`src/pkg/ufa_pkg.sv`:
```
// constants and types for the usb endpoint fifo access block
// Behaviour
// [RULE_01] port select 000-011 picks ports 2-5, 1xx port 1
// [RULE_02] sixteen test bits in two byte registers, reset zero
// [RULE_03] ep2 port direction follows endpoint direction setting
// [RULE_04] ep2 valid byte count, ten bits, read only
// [RULE_05] each data port access moves one byte
// [RULE_06] size register: ep1 code high, ep2 code low
// [RULE_07] code 0000 gives zero bytes, ep2 only
// [RULE_08] code 0100 gives sixteen bytes, reset 0x44
// [RULE_09] code 0101 gives thirty-two bytes, ep1 only
// [RULE_10] software writes no other size code
package ufa_pkg;

    // register indices; byte address is four times the index
    localparam logic [15:0] IDX_TEST_UPPER = 16'hfdc1;
    localparam logic [15:0] IDX_TEST_LOWER = 16'hfdc2;
    localparam logic [15:0] IDX_EP2_COUNT_HIGH = 16'hfde2;
    localparam logic [15:0] IDX_EP2_COUNT_LOW = 16'hfde3;
    localparam logic [15:0] IDX_SIZE_CONFIG = 16'hfde4;
    localparam logic [15:0] IDX_EP2_DATA = 16'hfdd0;
    localparam logic [15:0] IDX_EP1_WRITE_DATA = 16'hfdd1;
    localparam logic [15:0] IDX_EP2_DIRECTION = 16'hfdd2;
    localparam logic [15:0] IDX_PORT_SELECT = 16'hfdd3;
    localparam logic [15:0] IDX_UNMAPPED = 16'h0000;

    // ahb-lite address split and transfer encodings
    localparam int ADDR_LSB = 2;
    localparam int ADDR_IDX_MSB = 17;
    localparam int HTRANS_ACTIVE_BIT = 1;
    localparam logic [2:0] HSIZE_WORD = 3'h2;
    localparam logic HRESP_OKAY = 1'b0;

    // reset values
    localparam logic [7:0] RST_BYTE = 8'h00;
    localparam logic [7:0] RST_SIZE_CONFIG = 8'h44;
    localparam logic [2:0] RST_PORT_SELECT = 3'h0;
    localparam logic RST_EP2_HOST_IN = 1'b0;

    // size configuration fields and codes
    localparam int EP1_SIZE_LSB = 4;
    localparam int EP2_SIZE_LSB = 0;
    localparam int SIZE_W = 4;
    localparam logic [3:0] SIZE_CODE_NONE = 4'h0;
    localparam logic [3:0] SIZE_CODE_16 = 4'h4;
    localparam logic [3:0] SIZE_CODE_32 = 4'h5;

    // fifo byte counts
    localparam int COUNT_W = 10;
    localparam int COUNT_HIGH_LSB = 8;
    localparam logic [9:0] SIZE_BYTES_NONE = 10'h000;
    localparam logic [9:0] SIZE_BYTES_16 = 10'h010;
    localparam logic [9:0] SIZE_BYTES_32 = 10'h020;
    localparam int FIFO_DEPTH = 32;

    // direction and port select fields
    localparam int DIR_HOST_IN_BIT = 0;
    localparam int PSEL_LSB = 0;
    localparam int PSEL_DEC_LSB = 4;
    localparam logic [2:0] PSEL_CODE_PORT2 = 3'h0;
    localparam logic [2:0] PSEL_CODE_PORT3 = 3'h1;
    localparam logic [2:0] PSEL_CODE_PORT4 = 3'h2;
    localparam logic [2:0] PSEL_CODE_PORT5 = 3'h3;
    localparam logic [2:0] DS_PORT1 = 3'h1;
    localparam logic [2:0] DS_PORT2 = 3'h2;
    localparam logic [2:0] DS_PORT3 = 3'h3;
    localparam logic [2:0] DS_PORT4 = 3'h4;
    localparam logic [2:0] DS_PORT5 = 3'h5;

    // one byte on a usb-side stream
    typedef struct packed {
        logic valid;
        logic [7:0] data;
    } ufa_byte_stream_type;

    // a captured bus access
    typedef struct packed {
        logic [15:0] index;
        logic write;
    } ufa_access_type;

    // bus slave phase
    typedef enum logic [1:0] {
        ufa_idle = 2'b00,
        ufa_write = 2'b01,
        ufa_read_wait = 2'b10,
        ufa_read_done = 2'b11
    } ufa_phase_type;

endpackage

```
`src/hw/ufa_byte_fifo.sv`:
```
// byte fifo with a run-time capacity limit and a valid-byte count
`timescale 1ns/1ns
module ufa_byte_fifo #(
    parameter int WIDTH = 8,
    parameter int DEPTH = ufa_pkg::FIFO_DEPTH,
    parameter int CW = ufa_pkg::COUNT_W
) (
    input wire logic hclk,
    input wire logic hresetn,
    input wire logic clk_en,
    input wire logic flush,
    input wire logic [CW-1:0] limit,
    input wire logic in_valid,
    input wire logic [WIDTH-1:0] in_data,
    output logic in_ready,
    output logic out_valid,
    output logic [WIDTH-1:0] out_data,
    input wire logic out_ready,
    output logic [CW-1:0] count
);
    localparam int PW = $clog2(DEPTH);

    logic [WIDTH-1:0] mem [DEPTH];
    logic [PW-1:0] wr_ptr;
    logic [PW-1:0] rd_ptr;
    logic push;
    logic pop;

    // capacity is the smaller of the configured size and the array
    assign in_ready = (count < limit) && (count < CW'(DEPTH));
    assign out_valid = (count != '0);
    assign out_data = mem[rd_ptr];
    assign push = in_valid && in_ready;
    assign pop = out_valid && out_ready;

    // storage has no reset; only the pointers define content
    always_ff @(posedge hclk) begin
        if (clk_en && push && !flush) begin
            mem[wr_ptr] <= in_data;
        end
    end

    // pointers and count; a flush drops everything held
    always_ff @(posedge hclk or negedge hresetn) begin
        if (!hresetn) begin
            wr_ptr <= '0;
            rd_ptr <= '0;
            count <= '0;
        end else if (clk_en) begin
            if (flush) begin
                wr_ptr <= '0;
                rd_ptr <= '0;
                count <= '0;
            end else begin
                if (push) begin
                    wr_ptr <= wr_ptr + PW'(1);
                end
                if (pop) begin
                    rd_ptr <= rd_ptr + PW'(1);
                end
                if (push && !pop) begin
                    count <= count + CW'(1);
                end else if (pop && !push) begin
                    count <= count - CW'(1);
                end
            end
        end
    end

endmodule

```
`src/hw/ufa_top.sv`:
```
// usb endpoint fifo access: ahb-lite registers, ep1/ep2 fifos, port select
//
// Design decision made here: the AHB-Lite register port.
`timescale 1ns/1ns
module ufa_top #(
    parameter int FIFO_DEPTH = ufa_pkg::FIFO_DEPTH
) (
    input wire logic hclk,
    input wire logic hresetn,
    input wire logic clk_en,
    input wire logic hsel,
    input wire logic [31:0] haddr,
    input wire logic [1:0] htrans,
    input wire logic hwrite,
    input wire logic [2:0] hsize,
    input wire logic [31:0] hwdata,
    input wire logic hready,
    output logic hreadyout,
    output logic hresp,
    output logic [31:0] hrdata,
    input wire ufa_pkg::ufa_byte_stream_type usb_ep2_rx,
    output logic usb_ep2_rx_ready,
    output ufa_pkg::ufa_byte_stream_type usb_ep2_tx,
    input wire logic usb_ep2_tx_ready,
    output ufa_pkg::ufa_byte_stream_type usb_ep1_tx,
    input wire logic usb_ep1_tx_ready,
    output logic ep2_host_input,
    output logic [2:0] downstream_port
);

    // register state
    logic [7:0] usb_test_upper;
    logic [7:0] usb_test_lower;
    logic [7:0] endpoint_fifo_size_config;
    logic [2:0] port_select;
    ufa_pkg::ufa_phase_type phase;
    ufa_pkg::ufa_phase_type next_phase;
    ufa_pkg::ufa_access_type access;
    ufa_pkg::ufa_access_type next_access;

    // bus decode
    logic accept;
    logic addr_hit;
    logic commit_write;
    logic read_strobe;
    logic [7:0] wbyte;
    logic [31:0] next_rdata;

    // fifo wiring
    logic [ufa_pkg::COUNT_W-1:0] ep1_limit;
    logic [ufa_pkg::COUNT_W-1:0] ep2_limit;
    logic [ufa_pkg::COUNT_W-1:0] ep2_count;
    logic ep2_in_valid;
    logic [7:0] ep2_in_data;
    logic ep2_in_ready;
    logic ep2_out_valid;
    logic [7:0] ep2_out_data;
    logic ep2_out_ready;
    logic ep1_out_valid;
    logic [7:0] ep1_out_data;
    logic ep2_flush;
    logic cpu_ep2_push;
    logic cpu_ep2_pop;
    logic cpu_ep1_push;

    // size code to byte count; unlisted codes fall back to sixteen
    function automatic logic [ufa_pkg::COUNT_W-1:0] size_bytes(
        input logic [3:0] code
    );
        logic [ufa_pkg::COUNT_W-1:0] bytes;
        bytes = ufa_pkg::SIZE_BYTES_16; // [RULE_10]
        unique case (code)
            ufa_pkg::SIZE_CODE_NONE: bytes = ufa_pkg::SIZE_BYTES_NONE;
            ufa_pkg::SIZE_CODE_16: bytes = ufa_pkg::SIZE_BYTES_16;
            ufa_pkg::SIZE_CODE_32: bytes = ufa_pkg::SIZE_BYTES_32;
            default: bytes = ufa_pkg::SIZE_BYTES_16;
        endcase
        return bytes;
    endfunction

    // downstream port select decode
    function automatic logic [2:0] port_decode(input logic [2:0] code);
        logic [2:0] port;
        port = ufa_pkg::DS_PORT1;
        if (code[2]) begin
            port = ufa_pkg::DS_PORT1; // [RULE_01]
        end else begin
            unique case (code)
                ufa_pkg::PSEL_CODE_PORT2: port = ufa_pkg::DS_PORT2;
                ufa_pkg::PSEL_CODE_PORT3: port = ufa_pkg::DS_PORT3;
                ufa_pkg::PSEL_CODE_PORT4: port = ufa_pkg::DS_PORT4;
                ufa_pkg::PSEL_CODE_PORT5: port = ufa_pkg::DS_PORT5;
                default: port = ufa_pkg::DS_PORT1;
            endcase
        end
        return port;
    endfunction

    // address phase: only whole-word, aligned, in-window accesses hit
    assign addr_hit = (haddr[31:ufa_pkg::ADDR_IDX_MSB+1] == '0)
        && (haddr[ufa_pkg::ADDR_LSB-1:0] == '0)
        && (hsize == ufa_pkg::HSIZE_WORD);
    assign accept = hsel && hready && htrans[ufa_pkg::HTRANS_ACTIVE_BIT];
    assign wbyte = hwdata[7:0];

    // reads wait one cycle so a write just before is already stored
    assign hreadyout = clk_en && (phase != ufa_pkg::ufa_read_wait);
    assign hresp = ufa_pkg::HRESP_OKAY;
    assign commit_write = clk_en && (phase == ufa_pkg::ufa_write);
    assign read_strobe = clk_en && (phase == ufa_pkg::ufa_read_wait);

    // next phase and captured access
    always_comb begin
        next_phase = phase;
        next_access = access;
        if (phase == ufa_pkg::ufa_read_wait) begin
            next_phase = ufa_pkg::ufa_read_done;
        end else if (accept) begin
            next_access.write = hwrite;
            next_access.index = addr_hit
                ? haddr[ufa_pkg::ADDR_IDX_MSB:ufa_pkg::ADDR_LSB]
                : ufa_pkg::IDX_UNMAPPED;
            next_phase = hwrite ? ufa_pkg::ufa_write
                                : ufa_pkg::ufa_read_wait;
        end else begin
            next_phase = ufa_pkg::ufa_idle;
        end
    end

    // bus phase register
    always_ff @(posedge hclk or negedge hresetn) begin
        if (!hresetn) begin
            phase <= ufa_pkg::ufa_idle;
            access <= '0;
        end else if (clk_en) begin
            phase <= next_phase;
            access <= next_access;
        end
    end

    // cpu side of the data ports; one byte per access
    assign cpu_ep2_push = commit_write
        && (access.index == ufa_pkg::IDX_EP2_DATA)
        && ep2_host_input; // [RULE_03] [RULE_05]
    assign cpu_ep2_pop = read_strobe
        && (access.index == ufa_pkg::IDX_EP2_DATA)
        && !ep2_host_input; // [RULE_03] [RULE_05]
    assign cpu_ep1_push = commit_write
        && (access.index == ufa_pkg::IDX_EP1_WRITE_DATA); // [RULE_05]

    // read data mux; write-only and unmapped words read zero
    always_comb begin
        next_rdata = '0;
        unique case (access.index)
            ufa_pkg::IDX_TEST_UPPER: next_rdata[7:0] = usb_test_upper;
            ufa_pkg::IDX_TEST_LOWER: next_rdata[7:0] = usb_test_lower;
            ufa_pkg::IDX_EP2_COUNT_HIGH: begin
                next_rdata[1:0] =
                    ep2_count[ufa_pkg::COUNT_W-1:ufa_pkg::COUNT_HIGH_LSB];
            end // [RULE_04]
            ufa_pkg::IDX_EP2_COUNT_LOW: begin
                next_rdata[7:0] =
                    ep2_count[ufa_pkg::COUNT_HIGH_LSB-1:0]; // [RULE_04]
            end
            ufa_pkg::IDX_SIZE_CONFIG: begin
                next_rdata[7:0] = endpoint_fifo_size_config; // [RULE_06]
            end
            ufa_pkg::IDX_EP2_DATA: begin
                if (cpu_ep2_pop && ep2_out_valid) begin
                    next_rdata[7:0] = ep2_out_data; // [RULE_05]
                end
            end
            ufa_pkg::IDX_EP2_DIRECTION: begin
                next_rdata[ufa_pkg::DIR_HOST_IN_BIT] = ep2_host_input;
            end
            ufa_pkg::IDX_PORT_SELECT: begin
                next_rdata[ufa_pkg::PSEL_LSB +: 3] = port_select;
                next_rdata[ufa_pkg::PSEL_DEC_LSB +: 3] = downstream_port;
            end
            default: next_rdata = '0;
        endcase
    end

    // read data flop, loaded in the wait cycle
    always_ff @(posedge hclk or negedge hresetn) begin
        if (!hresetn) begin
            hrdata <= '0;
        end else if (read_strobe) begin
            hrdata <= next_rdata;
        end
    end

    // test register pair, plain storage
    always_ff @(posedge hclk or negedge hresetn) begin
        if (!hresetn) begin
            usb_test_upper <= ufa_pkg::RST_BYTE; // [RULE_02]
            usb_test_lower <= ufa_pkg::RST_BYTE; // [RULE_02]
        end else if (commit_write) begin
            if (access.index == ufa_pkg::IDX_TEST_UPPER) begin
                usb_test_upper <= wbyte; // [RULE_02]
            end
            if (access.index == ufa_pkg::IDX_TEST_LOWER) begin
                usb_test_lower <= wbyte; // [RULE_02]
            end
        end
    end

    // fifo size configuration; both fields reset to sixteen bytes
    always_ff @(posedge hclk or negedge hresetn) begin
        if (!hresetn) begin
            endpoint_fifo_size_config <= ufa_pkg::RST_SIZE_CONFIG; // [RULE_08]
        end else if (commit_write
                     && access.index == ufa_pkg::IDX_SIZE_CONFIG) begin
            endpoint_fifo_size_config <= wbyte; // [RULE_06]
        end
    end

    // per-endpoint capacity from the size codes
    assign ep1_limit = size_bytes(
        endpoint_fifo_size_config[ufa_pkg::EP1_SIZE_LSB +: ufa_pkg::SIZE_W]
    ); // [RULE_07] [RULE_08] [RULE_09]
    assign ep2_limit = size_bytes(
        endpoint_fifo_size_config[ufa_pkg::EP2_SIZE_LSB +: ufa_pkg::SIZE_W]
    ); // [RULE_07] [RULE_08] [RULE_09]

    // endpoint 2 direction; a change empties the fifo so stale bytes
    // from the old direction never leave the wrong way
    assign ep2_flush = commit_write
        && (access.index == ufa_pkg::IDX_EP2_DIRECTION)
        && (wbyte[ufa_pkg::DIR_HOST_IN_BIT] != ep2_host_input);

    always_ff @(posedge hclk or negedge hresetn) begin
        if (!hresetn) begin
            ep2_host_input <= ufa_pkg::RST_EP2_HOST_IN;
        end else if (commit_write
                     && access.index == ufa_pkg::IDX_EP2_DIRECTION) begin
            ep2_host_input <= wbyte[ufa_pkg::DIR_HOST_IN_BIT]; // [RULE_03]
        end
    end

    // downstream port select and its decoded port number
    always_ff @(posedge hclk or negedge hresetn) begin
        if (!hresetn) begin
            port_select <= ufa_pkg::RST_PORT_SELECT;
            downstream_port <= ufa_pkg::DS_PORT2;
        end else if (clk_en) begin
            if (commit_write
                && access.index == ufa_pkg::IDX_PORT_SELECT) begin
                port_select <= wbyte[ufa_pkg::PSEL_LSB +: 3];
            end
            downstream_port <= port_decode(port_select); // [RULE_01]
        end
    end

    // endpoint 2 fifo steering: host input fills from the cpu and
    // drains to usb, host output fills from usb and drains to the cpu
    always_comb begin
        if (ep2_host_input) begin
            ep2_in_valid = cpu_ep2_push; // [RULE_03]
            ep2_in_data = wbyte;
            ep2_out_ready = usb_ep2_tx_ready;
        end else begin
            ep2_in_valid = usb_ep2_rx.valid; // [RULE_03]
            ep2_in_data = usb_ep2_rx.data;
            ep2_out_ready = cpu_ep2_pop;
        end
    end

    // usb side handshakes; the inactive direction stays quiet
    assign usb_ep2_rx_ready = !ep2_host_input && ep2_in_ready;
    assign usb_ep2_tx.valid = ep2_host_input && ep2_out_valid;
    assign usb_ep2_tx.data = ep2_out_data;
    assign usb_ep1_tx.valid = ep1_out_valid;
    assign usb_ep1_tx.data = ep1_out_data;

    // endpoint 2 fifo and its valid byte count
    ufa_byte_fifo #(
        .WIDTH(8),
        .DEPTH(FIFO_DEPTH),
        .CW(ufa_pkg::COUNT_W)
    ) u_ep2_fifo (
        .hclk(hclk),
        .hresetn(hresetn),
        .clk_en(clk_en),
        .flush(ep2_flush),
        .limit(ep2_limit),
        .in_valid(ep2_in_valid),
        .in_data(ep2_in_data),
        .in_ready(ep2_in_ready),
        .out_valid(ep2_out_valid),
        .out_data(ep2_out_data),
        .out_ready(ep2_out_ready),
        .count(ep2_count)
    );

    // endpoint 1 fifo, host input only; count kept internal
    ufa_byte_fifo #(
        .WIDTH(8),
        .DEPTH(FIFO_DEPTH),
        .CW(ufa_pkg::COUNT_W)
    ) u_ep1_fifo (
        .hclk(hclk),
        .hresetn(hresetn),
        .clk_en(clk_en),
        .flush(1'b0),
        .limit(ep1_limit),
        .in_valid(cpu_ep1_push),
        .in_data(wbyte),
        .in_ready(),
        .out_valid(ep1_out_valid),
        .out_data(ep1_out_data),
        .out_ready(usb_ep1_tx_ready),
        .count()
    );

endmodule

```
`config.mk`:
```
export PLATFORM = sky130hd
export DESIGN_NAME = ufa_top
export DESIGN_NICKNAME = d
export VERILOG_FILES = /design/src/pkg/ufa_pkg.sv /design/src/hw/ufa_byte_fifo.sv /design/src/hw/ufa_top.sv
export SDC_FILE = /design/constraint.sdc
export NUM_CORES = 1
export LEC_CHECK = 0
export BUFFER_PORTS_ARGS = -buffer_cell sky130_fd_sc_hd__buf_2
export CORE_MARGIN = 1
export CORE_UTILIZATION = 45
export CTS_CLUSTER_SIZE = 16
export DETAILED_ROUTE_END_ITERATION = 6
export GPL_TIMING_DRIVEN = 0
export SYNTH_ARGS = -nofsm -noshare
export SYNTH_HDL_FRONTEND = slang
export SYNTH_SLANG_ARGS = --single-unit
```
`constraint.sdc`:
```
create_clock -name hclk -period 7.15 [get_ports hclk]
set_input_delay 0 -clock hclk [delete_from_list [all_inputs] [get_ports hclk]]
set_output_delay 0 -clock hclk [all_outputs]
set_load 0.005 [all_outputs]
```
==> results of run 1 <==
==> layout make-up <==
class	count	area (µm²)
diodes	2	5.00
clock buffers	78	1640
fillers	4519	26100
plain buffers	84	489
well taps	748	936
multi-input cells	685	7250
flip-flops and latches	609	17800
clock inverters	36	370
inverters	16	60.1
repair buffers	126	831
==> state kept, by name (all words and copies together), names as in the netlist, 8 cells and up <==
signal	flops
usb_test_lower	8
u_ep1_fifo.count	10
u_ep2_fifo.mem	256
hrdata	8
u_ep2_fifo.count	10
usb_test_upper	8
u_ep1_fifo.mem	256
endpoint_fifo_size_config	8
access	16
==> logic make-up after synthesis <==
group	Yosys count	synth area share, %
AO/OA/AOI/OAI	126	3.46
XOR/XNOR	33	1.13
adder cells (fa/ha/maj)	31	1.58
buffers and inverters	100	2.15
flip-flops	609	69.8
multiplexers	217	16.6
other	1	0.0147
AND/OR/NAND/NOR	253	5.26
==> worst paths after layout <==
path / start / to
max: access[10] / u_ep2_fifo.count[9]
min: hwdata[4] / u_ep1_fifo.mem[5][4]
max reg2reg: access[10] / u_ep2_fifo.count[9]
min reg2reg: u_ep1_fifo.count[9] / u_ep1_fifo.count[9]
max in group asynchronous: hresetn / endpoint_fifo_size_config[2]
min in group asynchronous: hresetn / endpoint_fifo_size_config[6]
==> power by group through the flow <==
stage	combinational (mW)	clock, mW	sequential (mW)
4_1_cts	0.223	3.28	3.87
5_1_grt	0.243	3.41	3.87
3_5_place_dp	0.209	0	3.94
6_report	0.220	3.22	3.87
2_1_floorplan	0.105	0	3.94
3_3_place_gp	0.200	0	3.94
==> timing repair <==
action                                 in CTS  in global routing
gates resized for setup                     0                  0
endpoints found under the hold margin     186                  0
hold buffers                               33                  0
==> critical path: stages (launching register included) <==
cell and delay, ns:
dfrtp_1 0.38, nand4b_4 0.22, nor4_1 1.00, a22oi_1 0.35, or3_4 0.56, ha_1 0.30, a21oi_1 0.23, o2111ai_1 0.23
o31ai_1 0.38, o21a_1 0.25, nor2_1 0.06, o21ba_1 0.16, a211o_1 0.25
==> layout by cell type, fill, tap and decap left out, types with 4 or more instances in the layout <==
| cell | n |
|---|---|
| xor2_1 | 14 |
| a211oi_1 | 4 |
| o21ai_0 | 29 |
| dlygate4sd3_1 | 32 |
| mux4_2 | 160 |
| o31ai_1 | 5 |
| nor3_1 | 10 |
| inv_1 | 15 |
| nand3b_1 | 7 |
| conb_1 | 25 |
| nor4_1 | 6 |
| a21oi_1 | 20 |
| clkbuf_8 | 5 |
| or3b_2 | 4 |
| nand3_1 | 11 |
| xnor2_1 | 19 |
| nand4_1 | 8 |
| a22oi_1 | 11 |
| clkbuf_1 | 43 |
| ha_1 | 29 |
| bufinv_16 | 7 |
| a21o_1 | 5 |
| clkinv_1 | 14 |
| buf_4 | 32 |
| buf_2 | 102 |
| clkinv_2 | 10 |
| clkbuf_16 | 61 |
| nor4_4 | 4 |
| nor2_1 | 109 |
| dfrtp_1 | 94 |
| buf_1 | 8 |
| edfxtp_1 | 512 |
| nand2_1 | 51 |
| nand2b_1 | 6 |
| o2bb2ai_1 | 9 |
| a22o_1 | 18 |
| and3_1 | 4 |
| mux2_2 | 54 |
==> routing by layer <==
metal / vias to the layer above / share of wire [%]
met4: 0 / 2.2
met2: 427 / 49
met3: 80 / 5.9
met1: 7081 / 43
li1: 5916 / -
met5: - / 0
==> flow_summary.toml, run 1 <==
[outcome]
status = "finished clean"

[routing]
via_per_inst = 5.66
drc_errors = 0
drtIter0Drc = 1081
num_vias = 13500
dr.pass1.iters = 7
wl_um = 60000
drt-wirelength-per-cell_um = 25.2
antenna_left = 0

[timing]
fin_ws_ns = 2.65
relSlewSlack_pct = 22.3
clock.fmax_ghz = 0.222
finalSetupViolCount = 0
final_max_slew_viol_count = 0
hold_violations = 0
tns_ns = 0
post-route-period-util_pct = 62.9
rsz0062_at_grt = "false"
worstMarginPinSlew_ns = 1.15
post-route-min-period_ns = 4.50
final.setup_skew_ns = 0.0193
whs_ns = 0.0179

[synthesis]
yosys_warnings = 0
synthCells = 1370
yosys_most_used_dff = "edfxtp_1"
ys_seq_area_share_pct = 69.8
synth_area_um2 = 25500
yosysTopAreaCell = "edfxtp_1"
yosysTopAreaCellShare_pct = 60.3
async_flop_share_pct = 15.9
synth_top_cells_by_area = "edfxtp_1 (60%), mux4_2 (14%), dfrtp_1 (9.2%)"
synth_commonest_cells = "edfxtp_1 (512), mux4_2 (160), nor2_1 (109), dfrtp_1 (94), mux2_2 (54)"
yosysMostFrequentCell = "edfxtp_1"
syn-mean-instance-area_um2 = 18.6
ys_types = 71
synth-seq-cells = 609
synth_edf_count = 512

[power_and_ir_drop]
p_leak_nw = 10.1
power_mw = 7.31
swShare_pct = 20.5
p_switching_mw = 1.50
pwr-share-comb_pct = 3.0
power_density_nw_per_um2 = 249
clock_power_share_pct = 44.0
p_int_mw = 5.81
ir_worst_vdd_v = 0.000245
power_frac_seq_pct = 52.9

[floorplan]
die_w_um = 240
die_height_um = 240
coreArea_um2 = 55500
io_pins = 143
die_area_um2 = 57700
row_count = 86
start_util_pct = 46.0

[clock_network]
cts_tree = "built"
clk_path_buf_depth = 3
cts_buffers = 61
root_buffer = "clkbuf_16"
clkTransAtPathRegs_ns = 0.06
post_cts_buffers = 0
clk_latency_ns = 0.63
clock-sinks = 609
htreeDepth = 2

[global_routing]
use_met1_pct = 30.3
antenna_found_initial = 2
busiest_layer = "met2"
track_usage_pct = 21.3
use_met3_pct = 3.71
met2_usage_pct = 34.0
overflow = 0
grt_pass1_wl_um = 89200
grt_max_degree = 70
first_global_vias = 13700

[worst_hold_path]
hp-class = "in2reg"
hold_depth = 1

[finish]
drive_above_1_share_pct = 28.6
postLayoutCoreUtil_pct = 52.9
layout.nets = 1700
postLayoutCellArea_um2 = 29400
layout.cells.non_filler = 2384
area_growth_pct = 15.2

[place]
portBuffers = 92
gp_congestion = 0.808
dp_hpwl_um = 39000
post-place-ws_ns = 2.68
place_area_um2 = 27000
dp.cells = 2235

[worst_setup_path]
ff2ff_path_depth = 12
arrival_ns = 5.01
rrSetupSlack_ns = 2.65
worstSetupPathType = "reg2reg"
required_ns = 7.66
worstSetupEndpointType = "flip-flop"
worstPathMaxFanout = 12
cp-start-kind = "flip-flop"

[run]
drv_cap = 0
No activity file was read; power rests on OpenSTA's default activity.
==> run 2: changes to the inputs <==
==> constraint.sdc (replaced) <==
create_clock -name hclk -period 4.7 [get_ports hclk]
set_input_delay 0 -clock hclk [delete_from_list [all_inputs] [get_ports hclk]]
set_output_delay 0 -clock hclk [all_outputs]
set_load 0.005 [all_outputs]
==> run 2 against run 1 <==
Cell count is the same. Global-route usage unchanged. Combinational power increased by 52%. Critical path depth unchanged. Non-clock buffer count unchanged. Design area is essentially flat. Maximum frequency up 9.5%. Utilization is essentially flat. First-iteration DRC count rose by 1.8%. Sequential power grew 52%. Largest cell class unchanged. Highest routed layer unchanged.
==> flow_summary.toml, run 2 (same netlist as run 1, synthesis figures left out) <==
[routing]
drtIter0Drc = 1100
via_per_inst = 5.67
num_vias = 13500
antenna_left = 0
drc_errors = 0
drt-wirelength-per-cell_um = 25.2
dr.pass1.iters = 5
wl_um = 60000

[timing]
worstMarginPinSlew_ns = 1.10
tns_ns = 0
rsz0062_at_grt = "false"
hold_violations = 0
final_max_slew_viol_count = 0
clock.fmax_ghz = 0.243
post-route-period-util_pct = 87.5
relSlewSlack_pct = 25.8
finalSetupViolCount = 0
final.setup_skew_ns = 0.0185
post-route-min-period_ns = 4.11

[worst_setup_path]
worstSetupEndpointType = "flip-flop"
rrSetupSlack_ns = 0.59
cpMaxStageDelayCell = "nor4_2"
worstPathMaxFanout = 12
worstSetupPathType = "reg2reg"
worstPathCellList = "nand4b_4, nor4_2, a22oi_1, or3_4, ha_1, a21oi_1, o2111ai_1, o31ai_1, o21a_1, nor2_1, o21ba_1, a211o_1"
startpoint = "access[10]"
ff2ff_path_depth = 12
cp-endpoint = "u_ep2_fifo.count[9]"
critPathMaxStageDelay_ns = 0.68
worstReg2RegStart = "access[10]"
cp-start-kind = "flip-flop"
arrival_ns = 4.62
required_ns = 5.21
reg2reg_to = "u_ep2_fifo.count[9]"

[worst_hold_path]
min_from = "hwdata[4]"
hp-class = "in2reg"

[floorplan]
die_height_um = 240
start_util_pct = 46.0
coreArea_um2 = 55500
die_w_um = 240
io_pins = 143
row_count = 86
die_area_um2 = 57700

[finish]
drive_above_1_share_pct = 28.6
layout_common_cells = "edfxtp_1 (512), mux4_2 (160), nor2_1 (109)"
final_common_cell = "edfxtp_1"
area_growth_pct = 15.2
layout.nets = 1700
largestRegisters = "u_ep1_fifo.mem x256, u_ep2_fifo.mem x256, access x16"

[global_routing]
overflow = 0
antenna_found_initial = 2
grt_pass1_wl_um = 89200
first_global_vias = 13700
track_usage_pct = 21.3
grt_max_degree = 70

[outcome]
status = "finished clean"

[power_and_ir_drop]
power_frac_seq_pct = 52.9
power_mw = 11.1
p_leak_nw = 10.1
power_density_nw_per_um2 = 378
p_switching_mw = 2.28
pwr-share-comb_pct = 3.0
clock_power_share_pct = 44.0
ir_worst_vdd_v = 0.000372
swShare_pct = 20.5
p_int_mw = 8.84

[clock_network]
clk_latency_ns = 0.63
clock-sinks = 609
htreeDepth = 2
clkTransAtPathRegs_ns = 0.06
clk_path_buf_depth = 3
cts_tree = "built"
cts_buffers = 61
root_buffer = "clkbuf_16"

[place]
portBuffers = 92
dp_hpwl_um = 39000
gp_congestion = 0.808

[run]
drv_cap = 0
-- run 2: worst min path at each step --
stage / slack, ns / cells after the start / end
after floorplan: -0.30 / 0 / access[10]
after global placement: 0.21 / 2 / phase[1]
after detailed placement: -0.02 / 1 / u_ep1_fifo.count[7]
after CTS: 0.0004 / 4 / access[12]
after global routing: 0.02 / 1 / u_ep1_fifo.mem[13][4]
final: 0.02 / 1 / u_ep1_fifo.mem[5][4]
-- run 2: worst max-delay path: cells and delay by family, from the launching register on --
family	cells	cell delay (ns)
AO/OA/AOI/OAI	7	1.80
flip-flops	1	0.38
adder cells (fa/ha/maj)	1	0.30
AND/OR/NAND/NOR	4	1.50
-- run 2: cell type report --
cell class	instances	area, µm²
buffer	84	489
antenna	2	5.00
clock inverter	36	370
clock buffer	78	1640
inverter	16	60.1
tap	748	936
fill	4518	26100
multi-input combinational	685	7260
sequential	609	17800
timing repair buffer	126	831
-- run 2: metal layers --
metal / GRT usage [%] / share of wire (%) / up-vias
met3: 3.71 / 6.0 / 80
met2: 34.0 / 49 / 437
met4: 6.10 / 2.2 / 0
met5: 0 / 0 / -
met1: 30.3 / 43 / 7076
li1: - / - / 5918
-- run 2: power by group through the flow --
stage	registers (mW)	clock network [mW]	logic [mW]
2_1_floorplan	5.99	0	0.159
3_3_place_gp	6.00	0	0.304
3_5_place_dp	6.00	0	0.318
4_1_cts	5.89	4.99	0.340
5_1_grt	5.89	5.19	0.369
6_report	5.89	4.90	0.335
-- run 2: repair_timing --
| item | in CTS | in global routing |
|---|---|---|
| setup buffers | 0 | 0 |
| gates resized for setup | 0 | 1 |
| hold buffers | 33 | 0 |
| endpoints found under the setup margin | 0 | 4 |
| hold endpoints to repair | 186 | 0 |
-- run 2: stage by stage --
stage / instance area, µm² / setup slack [ns] / utilization, % / hold WS (ns) / std cells
after floorplan: 25600 / 1.22 / - / -0.296 / 1394
final: 29400 / 0.588 / 52.9 / 0.0177 / 2384
after CTS: 29400 / 0.206 / 52.9 / 0.000380 / 2382
after global placement: 27000 / 0.313 / 48.6 / 0.207 / 2234
after detailed placement: 27000 / 0.235 / 48.7 / -0.0221 / 2235
after global routing: 29400 / 0.228 / 52.9 / 0.0248 / 2382
==> run 3: changes to the inputs <==
--- a/config.mk
+++ b/config.mk
@@ -11,6 +11,7 @@
 export CTS_CLUSTER_SIZE = 16
 export DETAILED_ROUTE_END_ITERATION = 6
 export GPL_TIMING_DRIVEN = 0
+export MAX_ROUTING_LAYER = met4
 export SYNTH_ARGS = -nofsm -noshare
 export SYNTH_HDL_FRONTEND = slang
 export SYNTH_SLANG_ARGS = --single-unit
==> run 3 against run 2 <==
Sequential cell count unchanged. Total power about the same. Largest power group unchanged. Setup slack better by 0.021 ns. Highest routed layer unchanged. Die area unchanged. Sequential share of layout area about the same. Utilization about the same. Critical path depth unchanged. Combinational power about the same. Hold slack worse by 0.0018 ns. Sequential power about the same. Critical endpoint unchanged.
==> flow_summary.toml, run 3 (same netlist as run 1, synthesis figures left out) <==
[outcome]
status = "finished clean"

[worst_setup_path]
worstSetupEndpointType = "flip-flop"
rrSetupSlack_ns = 0.61
worstSetupPathType = "reg2reg"
required_ns = 5.21
worstPathMaxFanout = 12
worstReg2RegStart = "access[10]"
arrival_ns = 4.60
startpoint = "access[10]"
cp-start-kind = "flip-flop"

[run]
drv_cap = 0

[timing]
clock.fmax_ghz = 0.244
worstMarginPinSlew_ns = 1.10
tns_ns = 0
hold_violations = 0
post-route-period-util_pct = 87.0
finalSetupViolCount = 0
rsz0062_at_grt = "false"
relSlewSlack_pct = 26.2
final_max_slew_viol_count = 0
post-route-min-period_ns = 4.09
final.setup_skew_ns = 0.0241

[place]
place_area_um2 = 27000
portBuffers = 92
gp_congestion = 0.820
dp_hpwl_um = 39000

[finish]
area_growth_pct = 15.2
layout.nets = 1700
largestRegisters = "u_ep1_fifo.mem x256, u_ep2_fifo.mem x256, access x16"
drive_above_1_share_pct = 28.6
postLayoutCellArea_um2 = 29400
layout_common_cells = "edfxtp_1 (512), mux4_2 (160), nor2_1 (109)"
final_common_cell = "edfxtp_1"

[global_routing]
grt_pass1_wl_um = 89100
antenna_found_initial = 2
met2_usage_pct = 34.1
use_met1_pct = 30.2
first_global_vias = 13700
track_usage_pct = 22.0
overflow = 0
use_met3_pct = 3.79
grt_max_degree = 70
busiest_layer = "met2"

[routing]
via_per_inst = 5.67
drt-wirelength-per-cell_um = 25.2
dr.pass1.iters = 5
num_vias = 13500
wl_um = 60200
drc_errors = 0
antenna_left = 0
drtIter0Drc = 1091

[power_and_ir_drop]
clock_power_share_pct = 44.0
swShare_pct = 20.5
p_switching_mw = 2.28
p_leak_nw = 10.1
power_density_nw_per_um2 = 378
power_frac_seq_pct = 52.9
ir_worst_vdd_v = 0.000373
p_int_mw = 8.84
pwr-share-comb_pct = 3.0

[floorplan]
die_height_um = 240
io_pins = 143
row_count = 86
die_w_um = 240
coreArea_um2 = 55500
start_util_pct = 46.0
die_area_um2 = 57700

[clock_network]
cts_tree = "built"
root_buffer = "clkbuf_16"
clk_path_buf_depth = 3
clock-sinks = 609
clkTransAtPathRegs_ns = 0.06
clk_latency_ns = 0.64
htreeDepth = 2
cts_buffers = 61

[worst_hold_path]
hp-class = "in2reg"
min_from = "hwdata[4]"
-- run 3: changes by cell type in the layout (fill, tap and decap cells not counted), sizes merged --
cell and delta:
diode -1
-- run 3: final timing paths --
path | endpoint | cells after the start
max | u_ep2_fifo.count[9] | 12
min | u_ep1_fifo.mem[5][4] | 1
max reg2reg | u_ep2_fifo.count[9] | 12
min reg2reg | u_ep1_fifo.count[9] | 1
max in group asynchronous | endpoint_fifo_size_config[2] | 4
min in group asynchronous | u_ep1_fifo.count[7] | 4
-- run 3: worst max-delay path, stage by stage, from the launching register on --
cell       delay [ns]
dfrtp_1          0.38
nand4b_4         0.22
nor4_2           0.67
a22oi_1          0.29
or3_4            0.53
ha_1             0.30
a21oi_1          0.23
o2111ai_1        0.23
o31ai_1          0.39
o21a_1           0.25
nor2_1           0.06
o21ba_1          0.16
a211o_1          0.25
-- run 3: power by group through the flow --
| stage | clock network, mW | logic [mW] | registers [mW] |
|---|---|---|---|
| finish | 4.90 | 0.336 | 5.89 |
| global route | 5.19 | 0.369 | 5.89 |
| CTS | 4.99 | 0.340 | 5.89 |
| detailed placement | 0 | 0.318 | 6.00 |
| global placement | 0 | 0.304 | 6.00 |
| floorplan | 0 | 0.159 | 5.99 |
-- run 3: final cells by class --
class                   count  area [µm²]
fillers                  4518       26100
diodes                      1        2.50
inverters                  16        60.1
well taps                 748         936
multi-input cells         685        7260
clock inverters            36         370
clock buffers              78        1640
repair buffers            126         831
flip-flops and latches    609       17800
plain buffers              84         489
-- run 3: through the flow --
| step | setup WS (ns) | std cells | power (mW) | hold WS, ns | util [%] |
|---|---|---|---|---|---|
| 6_report | 0.609 | 2383 | 11.1 | 0.0158 | 52.9 |
| 5_1_grt | 0.227 | 2382 | 11.4 | 0.0248 | 52.9 |
| 4_1_cts | 0.206 | 2382 | 11.2 | 0.000380 | 52.9 |
| 3_5_place_dp | 0.235 | 2235 | 6.32 | -0.0221 | 48.7 |
| 3_3_place_gp | 0.313 | 2234 | 6.30 | 0.207 | 48.6 |
| 2_1_floorplan | 1.22 | 1394 | 6.15 | -0.296 | - |
-- run 3: what timing repair did --
action                                  4_1_cts  5_1_grt
endpoints found under the hold margin       186        0
hold buffers                                 33        0
endpoints found under the setup margin        0        4
buffers inserted                              0        0
resized for setup                             0        1
-- run 3: routing by layer --
metal,vias to the layer above,wire length (µm)
met5,-,0
met4,0,1350
met3,86,3710
met2,427,29400
met1,7102,25700
li1,5904,-
